$ cat src/design/dfc_pkg.sv
package dfc_pkg;

	// ****************************************
	// command codes and frame formats
	// ****************************************
	localparam logic [3:0] CMD_FORMAT_CTRL = 4'ha;
	localparam logic [3:0] CMD_WRITE_NVM   = 4'h9;
	localparam logic [3:0] ADDR_BROADCAST  = 4'h0;
	localparam logic [3:0] RESP_FMT_TAG    = 4'h6;
	localparam logic [1:0] RESP_NVM_TAG    = 2'h3;

	typedef enum logic [1:0] {
		DFC_FRM_STD_LONG = 2'b00,
		DFC_FRM_ENH_LONG = 2'b01,
		DFC_FRM_SHORT    = 2'b10,
		DFC_FRM_OTHER    = 2'b11
	} dfc_frame_t;

	// ****************************************
	// command data byte layout
	// ****************************************
	localparam int RW_BIT    = 7;
	localparam int IDX_HI    = 6;
	localparam int IDX_LO    = 4;
	localparam int VAL_HI    = 3;
	localparam int VAL_LO    = 0;

	typedef struct packed {
		dfc_frame_t frame;
		logic [7:0] data;
		logic [3:0] addr;
		logic [3:0] code;
		logic [1:0] bank;
	} dfc_cmd_t;

	typedef struct packed {
		logic [3:0] addr;
		logic [3:0] tag;
		logic [7:0] body;
	} dfc_resp_t;

	// ****************************************
	// format register indices and reset values
	// ****************************************
	localparam logic [2:0] FREG_CRC_LEN = 3'h4;
	localparam logic [2:0] FREG_SW_LEN  = 3'h5;
	localparam logic [2:0] FREG_RSVD    = 3'h6;
	localparam logic [2:0] FREG_SELECT  = 3'h7;
	localparam logic [3:0] CRC_LEN_MAX  = 4'h8;
	localparam logic [3:0] SW_LEN_MIN   = 4'h8;
	localparam logic [3:0] SEL_ACTIVE   = 4'hf;
	localparam logic [3:0] SEL_STANDARD = 4'h0;
	localparam logic [31:0] FREG_RESET  = 32'h0084_0a11;

	// ****************************************
	// nonvolatile nibble map
	// ****************************************
	localparam logic [1:0] BANK_LOW    = 2'b01;
	localparam logic [1:0] BANK_HIGH   = 2'b10;
	localparam logic [3:0] NIB_MODE    = 4'h6;
	localparam logic [3:0] NIB_UD6_LO  = 4'hd;
	localparam logic [3:0] NIB_UD7_LO  = 4'he;
	localparam logic [3:0] NIB_UD_HI   = 4'h8;
	localparam int         MODE_BIT    = 1;
	localparam int         USER_BYTES  = 8;

endpackage : dfc_pkg

$ cat src/design/dfc_cmd_decoder.sv
// How it works
// - format control acts only on standard or enhanced long frames
// - broadcast address executes format control but sends no response
// - command code 1010 decodes as format control
// - otherwise address must equal programmed address or command is ignored
// - data byte holds selector bit 7, index bits 6-4, value bits 3-0
// - selector 1 writes the indexed register, selector 0 only reads
// - response: address, 0110, selector, index, then register data on a read or the written value on a write
// - unused nibble codes store nothing and answer with the device address
// - bank 10 nibble 0110 stores data bit 1 into the mode bit
// - bank 01 nibbles 1101 and 1110 fill low nibble of user bytes six, seven
// - bank 10 nibbles 1000 up fill user high nibbles, bank 11 unused
// - one-time array is programmed only while nonvolatile enable is set
// - selection 1111 activates programmed values, 0000 standard, else ignored
// - crc length above 8 and short length below 8 are ignored
module dfc_cmd_decoder
	import dfc_pkg::*;
(
	input  wire logic                    clk_sys,         // system clock
	input  wire logic                    arst_n,          // async reset
	input  wire logic                    cmdValid,        // one-cycle command strobe
	input  wire dfc_cmd_t                cmd,             // decoded frame fields
	input  wire logic                    frameEnd,        // one-cycle end of frame
	input  wire logic [3:0]              devAddr,         // programmed address
	input  wire logic                    nonvolatileEnableFlag, // program one-time array
	output dfc_resp_t                    resp,            // response word
	output logic                         respValid,       // one-cycle response strobe
	output logic                         fmtActive,       // programmed format in force
	output logic                         modeBit,         // operating mode mirror
	output logic [USER_BYTES*8-1:0]      userBytes,       // user byte mirrors
	output logic                         otpProgram,      // one-cycle program pulse
	output logic [5:0]                   otpWhere         // bank and nibble programmed
);
	import dfc_pkg::*;

	// ****************************************
	// decode
	// ****************************************
	logic       longFrame;
	logic       bcast;
	logic       addrHit;
	logic       isFmt;
	logic       isNvm;
	logic       fmtRw;
	logic [2:0] fmtIdx;
	logic [3:0] fmtVal;
	logic [3:0] bankVal;
	logic       pendWr;
	logic [2:0] pendIdx;
	logic [3:0] pendVal;
	logic [3:0] otpNibbleIndex;
	logic [3:0] wrData;

	assign longFrame = (cmd.frame == DFC_FRM_STD_LONG) || (cmd.frame == DFC_FRM_ENH_LONG);
	assign bcast     = (cmd.addr == ADDR_BROADCAST);
	assign addrHit   = (cmd.addr == devAddr);
	assign isFmt     = cmdValid && longFrame && (cmd.code == CMD_FORMAT_CTRL)
	                   && (bcast || addrHit);
	assign isNvm     = cmdValid && (cmd.code == CMD_WRITE_NVM) && addrHit && !bcast;
	assign fmtRw     = cmd.data[RW_BIT];
	assign fmtIdx    = cmd.data[IDX_HI:IDX_LO];
	assign fmtVal    = cmd.data[VAL_HI:VAL_LO];
	assign otpNibbleIndex = cmd.data[7:4];
	assign wrData    = cmd.data[3:0];

	// ****************************************
	// format bank; write held to frame end
	// ****************************************
	dfc_format_bank u_bank (
		.clk_sys   (clk_sys),
		.arst_n    (arst_n),
		.wrEn      (pendWr && frameEnd),
		.wrIdx     (pendIdx),
		.wrVal     (pendVal),
		.rdIdx     (fmtIdx),
		.rdVal     (bankVal),
		.fmtActive (fmtActive)
	);

	// response is built now, so old settings frame it
	always_ff @(posedge clk_sys or negedge arst_n) begin
		if (!arst_n) begin
			pendWr  <= 1'b0;
			pendIdx <= 3'h0;
			pendVal <= 4'h0;
		end else if (isFmt && fmtRw) begin
			pendWr  <= 1'b1;
			pendIdx <= fmtIdx;
			pendVal <= fmtVal;
		end else if (frameEnd) begin
			pendWr  <= 1'b0;
		end
	end

	// ****************************************
	// nibble map
	// ****************************************
	typedef enum logic [1:0] {
		DFC_NIB_UNUSED = 2'b00,
		DFC_NIB_MODE   = 2'b01,
		DFC_NIB_LOW    = 2'b10,
		DFC_NIB_HIGH   = 2'b11
	} dfc_nib_t;

	dfc_nib_t   nibKind;
	logic [2:0] userSel;
	logic [3:0] nextReadback;

	always_comb begin
		nibKind = DFC_NIB_UNUSED;
		userSel = 3'h0;
		if (cmd.bank == BANK_HIGH && otpNibbleIndex == NIB_MODE) begin
			nibKind = DFC_NIB_MODE;
		end else if (cmd.bank == BANK_LOW && otpNibbleIndex == NIB_UD6_LO) begin
			nibKind = DFC_NIB_LOW;
			userSel = 3'h5;
		end else if (cmd.bank == BANK_LOW && otpNibbleIndex == NIB_UD7_LO) begin
			nibKind = DFC_NIB_LOW;
			userSel = 3'h6;
		end else if (cmd.bank == BANK_HIGH && otpNibbleIndex >= NIB_UD_HI) begin
			nibKind = DFC_NIB_HIGH;
			userSel = otpNibbleIndex[2:0];
		end
	end

	// mirror view after the write, for the response
	always_comb begin
		unique case (nibKind)
			DFC_NIB_MODE: nextReadback = {2'b00, wrData[MODE_BIT], 1'b0};
			DFC_NIB_LOW:  nextReadback = wrData;
			DFC_NIB_HIGH: nextReadback = wrData;
			default:      nextReadback = devAddr;
		endcase
	end

	// mirrors follow every write; the array only with the flag
	always_ff @(posedge clk_sys or negedge arst_n) begin
		if (!arst_n) begin
			modeBit <= 1'b0;
		end else if (isNvm && nibKind == DFC_NIB_MODE) begin
			modeBit <= wrData[MODE_BIT];
		end
	end

	for (genvar b = 0; b < USER_BYTES; b++) begin : g_user
		always_ff @(posedge clk_sys or negedge arst_n) begin
			if (!arst_n) begin
				userBytes[8*b +: 8] <= 8'h00;
			end else if (isNvm && userSel == 3'(b)) begin
				if (nibKind == DFC_NIB_LOW) begin
					userBytes[8*b +: 4] <= wrData;
				end else if (nibKind == DFC_NIB_HIGH) begin
					userBytes[8*b+4 +: 4] <= wrData;
				end
			end
		end
	end

	always_ff @(posedge clk_sys or negedge arst_n) begin
		if (!arst_n) begin
			otpProgram <= 1'b0;
			otpWhere   <= 6'h00;
		end else begin
			otpProgram <= isNvm && nonvolatileEnableFlag && nibKind != DFC_NIB_UNUSED;
			otpWhere   <= {cmd.bank, otpNibbleIndex};
		end
	end

	// ****************************************
	// response
	// ****************************************
	always_ff @(posedge clk_sys or negedge arst_n) begin
		if (!arst_n) begin
			respValid <= 1'b0;
			resp      <= '0;
		end else begin
			respValid <= (isFmt && !bcast) || isNvm;
			if (isFmt) begin
				resp <= '{addr: devAddr, tag: RESP_FMT_TAG,
				          body: {fmtRw, fmtIdx, fmtRw ? fmtVal : bankVal}};
			end else if (isNvm) begin
				resp <= '{addr: devAddr,
				          tag: (nonvolatileEnableFlag ? otpNibbleIndex : 4'h0),
				          body: {RESP_NVM_TAG, (nonvolatileEnableFlag ? cmd.bank : 2'b11),
				                 (nonvolatileEnableFlag ? nextReadback : devAddr)}};
			end
		end
	end

	// ****************************************
	// checks
	// ****************************************
	a_bcast_silent: assert property (@(posedge clk_sys) disable iff (!arst_n)
		(isFmt && bcast) |=> !respValid) else $error("broadcast answered");
	a_short_dropped: assert property (@(posedge clk_sys) disable iff (!arst_n)
		(cmdValid && !longFrame && cmd.code == CMD_FORMAT_CTRL) |=> !respValid)
		else $error("short frame answered");
	a_wrong_addr: assert property (@(posedge clk_sys) disable iff (!arst_n)
		(cmdValid && !bcast && !addrHit) |=> !respValid && !otpProgram)
		else $error("foreign address served");
	a_fmt_resp_shape: assert property (@(posedge clk_sys) disable iff (!arst_n)
		(isFmt && !bcast) |=> respValid && resp.tag == RESP_FMT_TAG
		&& resp.body[6:4] == $past(fmtIdx)) else $error("bad format response");
	a_read_keeps: assert property (@(posedge clk_sys) disable iff (!arst_n)
		(isFmt && !fmtRw && !pendWr) |=> !pendWr) else $error("read scheduled write");
	a_write_late: assert property (@(posedge clk_sys) disable iff (!arst_n)
		(isFmt && fmtRw && !frameEnd) |=> pendWr) else $error("write not held");
	a_unused_safe: assert property (@(posedge clk_sys) disable iff (!arst_n)
		(isNvm && nibKind == DFC_NIB_UNUSED) |=> !otpProgram
		&& resp.body[3:0] == devAddr && $stable(userBytes)) else $error("unused nibble stored");
	a_flag_gates: assert property (@(posedge clk_sys) disable iff (!arst_n)
		(cmdValid && !nonvolatileEnableFlag) |=> !otpProgram) else $error("otp without flag");
	a_mode_store: assert property (@(posedge clk_sys) disable iff (!arst_n)
		(isNvm && nibKind == DFC_NIB_MODE) |=> modeBit == $past(wrData[MODE_BIT]))
		else $error("mode bit not stored");
	a_nvm_answer: assert property (@(posedge clk_sys) disable iff (!arst_n)
		isNvm |=> respValid) else $error("nvm request unanswered");
	a_fmt_echo: assert property (@(posedge clk_sys) disable iff (!arst_n)
		(isFmt && !bcast && fmtRw) |=> resp.body[3:0] == $past(fmtVal))
		else $error("written value not echoed");

	c_fmt_write: cover property (@(posedge clk_sys) isFmt && fmtRw && !bcast);
	c_nvm_unused: cover property (@(posedge clk_sys) isNvm && nibKind == DFC_NIB_UNUSED);
	c_fmt_bcast: cover property (@(posedge clk_sys) isFmt && bcast);
	c_nvm_high:  cover property (@(posedge clk_sys) isNvm && nibKind == DFC_NIB_HIGH);
	c_otp_prog:  cover property (@(posedge clk_sys) otpProgram);

endmodule // dfc_cmd_decoder

$ cat src/design/dfc_format_bank.sv
module dfc_format_bank
	import dfc_pkg::*;
(
	input  wire logic       clk_sys,   // system clock
	input  wire logic       arst_n,    // async reset
	input  wire logic       wrEn,      // write request, frame-end
	input  wire logic [2:0] wrIdx,     // register index
	input  wire logic [3:0] wrVal,     // value written
	input  wire logic [2:0] rdIdx,     // read index
	output logic      [3:0] rdVal,     // stored value
	output logic            fmtActive  // programmed values in force
);
	import dfc_pkg::*;

	logic [3:0] regs [8];
	logic       accept;

	// ****************************************
	// write filtering
	// ****************************************
	always_comb begin
		unique case (wrIdx)
			FREG_CRC_LEN: accept = (wrVal <= CRC_LEN_MAX);
			FREG_SW_LEN:  accept = (wrVal >= SW_LEN_MIN);
			FREG_SELECT:  accept = (wrVal == SEL_ACTIVE) || (wrVal == SEL_STANDARD);
			default:      accept = 1'b1;
		endcase
	end

	for (genvar i = 0; i < 8; i++) begin : g_reg
		always_ff @(posedge clk_sys or negedge arst_n) begin
			if (!arst_n) begin
				regs[i] <= FREG_RESET[4*i +: 4];
			end else if (wrEn && accept && wrIdx == 3'(i)) begin
				regs[i] <= wrVal;
			end
		end
	end

	assign rdVal     = regs[rdIdx];

	// registered copy of the selection decode, so the top output comes from a flop
	always_ff @(posedge clk_sys or negedge arst_n) begin
		if (!arst_n) begin
			fmtActive <= 1'b0;
		end else if (wrEn && accept && wrIdx == FREG_SELECT) begin
			fmtActive <= (wrVal == SEL_ACTIVE);
		end
	end

	a_sel_mirror: assert property (@(posedge clk_sys) disable iff (!arst_n)
		fmtActive == (regs[FREG_SELECT] == SEL_ACTIVE)) else $error("selection flag out of step");

	a_crc_len_cap: assert property (@(posedge clk_sys) disable iff (!arst_n)
		regs[FREG_CRC_LEN] <= CRC_LEN_MAX) else $error("crc length above limit");
	a_sw_len_floor: assert property (@(posedge clk_sys) disable iff (!arst_n)
		regs[FREG_SW_LEN] >= SW_LEN_MIN) else $error("short length below limit");
	a_sel_legal: assert property (@(posedge clk_sys) disable iff (!arst_n)
		regs[FREG_SELECT] == SEL_ACTIVE || regs[FREG_SELECT] == SEL_STANDARD)
		else $error("illegal format selection");

endmodule // dfc_format_bank

$ cat config.mk
export PLATFORM = sky130hd
export DESIGN_NAME = dfc_cmd_decoder
export DESIGN_NICKNAME = d
export VERILOG_FILES = /design/src/design/dfc_pkg.sv /design/src/design/dfc_cmd_decoder.sv /design/src/design/dfc_format_bank.sv
export SDC_FILE = /design/constraint.sdc
export NUM_CORES = 1
export LEC_CHECK = 0
export ABC_AREA = 1
export BUFFER_PORTS_ARGS = -buffer_cell sky130_fd_sc_hd__clkbuf_2
export CAP_MARGIN = 5
export CORE_MARGIN = 4
export CORE_UTILIZATION = 35
export CTS_CLUSTER_SIZE = 10
export DETAILED_ROUTE_END_ITERATION = 16
export PLACE_DENSITY = 0.61
export SETUP_SLACK_MARGIN = 0.02
export SYNTH_ARGS = -nofsm -noshare
export SYNTH_HDL_FRONTEND = slang
export SYNTH_SLANG_ARGS = --single-unit
$ cat constraint.sdc
create_clock -name clk_sys -period 3.4 [get_ports clk_sys]
set_input_delay 0.34 -clock clk_sys [delete_from_list [all_inputs] [get_ports clk_sys]]
set_output_delay 0.34 -clock clk_sys [all_outputs]
set_load 0.1 [all_outputs]
==> qor_table.md <==
| Metric | This run | Unit |
|---|---|---|
| Die footprint | 18800 | um2 |
| Count of flip-flops with a built-in enable after synthesis | 0 | - |
| TritonCTS clock tree | yes | - |
| Number of remaining DRC errors | 0 | - |
| Result of the run | complete, but fails checks | - |
| Via-per-instance ratio | 4.52 | - |
| Worst slew margin | 47.9 | % |
| Clock-pin slew on the worst setup and hold paths | 60 | ps |
| Maximum count of clock buffers along a single path | 2 | - |
| Number of buffers inserted for hold repair after clock tree synthesis | 0 | - |
| Startpoint class of the critical path | register | - |
| Post-cts sizing count | 0 | - |
| Synthesized cell area | 5830 | um2 |
| Post-detailed-routing wire length | 14600 | um |
| Ratio of final minimum period to clock period | 67.2 | % |
| Count of pins over their slew limit | 0 | - |
| Overall via count from detail_route | 4604 | - |
| Count of unique library cells instantiated by Yosys | 32 | - |
| Crit-path slowest cell | nor2_1 | - |
| Core area | 16100 | um2 |
| Maximum number of pins on one net before global-route repair | 131 | - |
| Number of antenna-violating nets in the routed design | 0 | - |
| Number of antenna violations at the first check in global routing | 1 | - |
| Cell Count Post-Placement | 987 | - |
| Yosys Warn Count | 0 | - |
| Violation count after the first detailed-routing iteration | 286 | - |
| Post-route standard cell area excluding fillers | 7130 | um2 |
| RSZ-0062 raised after global routing | no | - |
| Per-instance average area after synthesis | 8.44 | um2 |
| Cell family with most CP delay | simple AND/OR/NAND/NOR gates | - |
| CTS buffer count | 17 | - |
| Signal arrival time at the worst endpoint | 2590 | ps |
| Power per Cell Area | 556 | nW/um2 |
| Routed wire length per instance | 14.4 | um |
| Fraction of final layout cells sized beyond drive strength 1 | 25.8 | % |
| Critical path, cell by cell | inv_1, nand3_1, o21ai_1, nand2_1, nand3_1, nand2_1, nor2_1, nand2_1, nand2_1, nand2_1 | - |
| Measured slew at the worst slew-check pin | 781 | ps |
| Reported leakage power | 0.00400 | uW |
| Failing checks | hold timing | - |
| Clock network latency to the later pin of the worst-skew pair | 420 | ps |
| Busiest grt layer | met2 | - |
| Dominant cell by count in the synthesized netlist | nand2_1 | - |
| Worst hold-check slack | -48.0 | ps |
| Share of the core filled with cells | 44.2 | % |
| Clock tree root driver cell | clkbuf_16 | - |
| Drt first pass iters | 4 | - |
| Max-Cap Viols | 0 | - |
| Count of buffering cells on the critical path with inverters included | 1 | - |
| Floorplan die width | 137 | um |
| Port-buffer cells | 117 | - |
| Met2 routing resource usage after global routing | 24.9 | % |
| Met3 Track Usage GR | 4.41 | % |
| Detailed placement HPWL | 10200 | um |
| Flip-flop and latch count after synthesis | 130 | - |
| Kind of end point of the critical path | register | - |
| Primary FF master, synth | dfrtp_1 | - |
| First-pass GRT wire length | 23200 | um |
| Maximum VDD drop | 0.347 | mV |
| Global routing usage on met1 | 22.1 | % |
| Critical Path RT | 3710 | ps |
| Top cell type by total area after synthesis | dfrtp_1 | - |
| Count of endpoints failing setup in the final report | 0 | - |
| Hold Path Class | input pin to asynchronous set/reset pin | - |
| Setup TNS | 0 | ps |
| Final instance count without filler cells | 1019 | - |
| CP Class | register to register | - |
| Area contributors post-synth | dfrtp_1, nand2_1, inv_1, nand3_1, dfstp_2 | - |
| Worst clock skew on the final layout | 5.24 | ps |
| Total routing resource utilization after global routing | 16.3 | % |
| Critical Path Fanout Max | 11 | - |
| Cell repeated most along the worst path | nand2_1 | - |
| Num Clock Sinks | 130 | - |
| I/O pin count | 119 | - |
| Initial standard-cell utilization of the core | 36.2 | % |
| Gpl congestion | 0.835 | - |
| Vias in the first global route | 4407 | - |
| Register area share after synthesis | 55.9 | % |
| Floorplan die height | 137 | um |
| Net count reported at finish | 819 | - |
| Setup Buffers After CTS | 0 | - |
| Top cells by count, synth | nand2_1, dfrtp_1, inv_1 | - |
| Post-synth top area share | 53.2 | % |
| Relative area change from synthesis to final layout | 22.2 | % |
| Total grt overflow | 0 | - |
| Net Count, Synth | 720 | - |
| Max Clk Rate | 438 | MHz |
| Delay of the slowest cell on the worst path | 540 | ps |
| Asr flop ratio synth | 100 | % |
| Final critical path time including I/O delays and setup | 2290 | ps |
| Depth of the CTS H-tree | 4 | - |
| Number of failing hold endpoints at the final stage | 11 | - |
| Site row count | 46 | - |
| Post-Place Cell Area | 6540 | um2 |
| Post-Synthesis Cells | 691 | - |
| Antenna diode instance count | 0 | - |
==> placed cells by master (no fill, tap or decap), types with 7 or more instances in the layout <==
| cell type | instances |
|---|---|
| o21ai_1 | 30 |
| inv_2 | 11 |
| inv_1 | 63 |
| dfrtp_1 | 124 |
| nand2_1 | 290 |
| nand2_4 | 8 |
| clkbuf_16 | 17 |
| nand3_1 | 38 |
| o21ai_0 | 16 |
| nor2_1 | 17 |
| clkbuf_2 | 116 |
| nand4_1 | 7 |
==> cells by family after synthesis <==
family                 Yosys count  synth area share, %
AO/OA/AOI/OAI                   60                 5.84
AND/OR/NAND/NOR                385                 30.2
buffers and inverters          116                 8.05
flip-flops                     130                 55.9
==> routing by layer <==
metal | vias up | routed length (um) | share of wire, %
met5 | - | 13 | 0.089
li1 | 2322 | - | -
met2 | 115 | 6830 | 47
met4 | 2 | 227 | 1.6
met1 | 2143 | 6750 | 46
met3 | 22 | 812 | 5.6
==> worst reg2reg max path: cells and delay by family, from the launching register on <==
family                 cells  cell delay [ps]
AOI/OAI and AO/OA          1              150
DFF                        1              510
and+or+nand+nor            8             1340
buffers and inverters      1              170
==> report_power, final <==
group          internal, uW  switching, uW  total, uW
combinational          89.0            447        536
clock                  1080            713       1800
sequential             1600           35.7       1630
==> through the flow <==
stage          total power (uW)  setup slack (ps)  hold WS, ps
3_5_place_dp               2200               986          365
6_report                   3960              1110        -48.0
4_1_cts                    4010              1110         58.7
2_1_floorplan              2050              1810         44.4
3_3_place_gp               2200              1020          364
5_1_grt                    4110               847         77.5
==> sequential cells by signal, indices dropped and copies added (netlist names) <==
| signal | flops |
|---|---|
| modeBit | 1 |
| otpProgram | 1 |
| otpWhere | 6 |
| pendIdx | 3 |
| pendVal | 4 |
| pendWr | 1 |
| resp | 16 |
| respValid | 1 |
| u_bank.fmtActive | 1 |
| u_bank.regs | 32 |
| userBytes | 64 |
==> layout make-up <==
| type | count | area, um2 |
|---|---|---|
| Fill cell | 1593 | 8990 |
| Clock buffer | 17 | 425 |
| Tap cell | 216 | 270 |
| Multi-Input combinational cell | 445 | 2100 |
| Timing Repair Buffer | 119 | 616 |
| Inverter | 77 | 293 |
| Clock inverter | 15 | 160 |
| Sequential cell | 130 | 3260 |
==> path summary, 6_finish.rpt <==
check	cells past startpoint	slack [ps]	startpoint	end
min reg2reg	0	370	userBytes[35]	userBytes[35]
max in group asynchronous	2	2800	arst_n	userBytes[20]
max	10	1110	pendVal[2]	u_bank.regs[2]
min in group clk_sys	1	100	cmd[0]	otpWhere[4]
min	2	-50	arst_n	userBytes[46]
max reg2reg	10	1110	pendVal[2]	u_bank.regs[2]
Note: power is estimated with default switching activity, not from simulation.
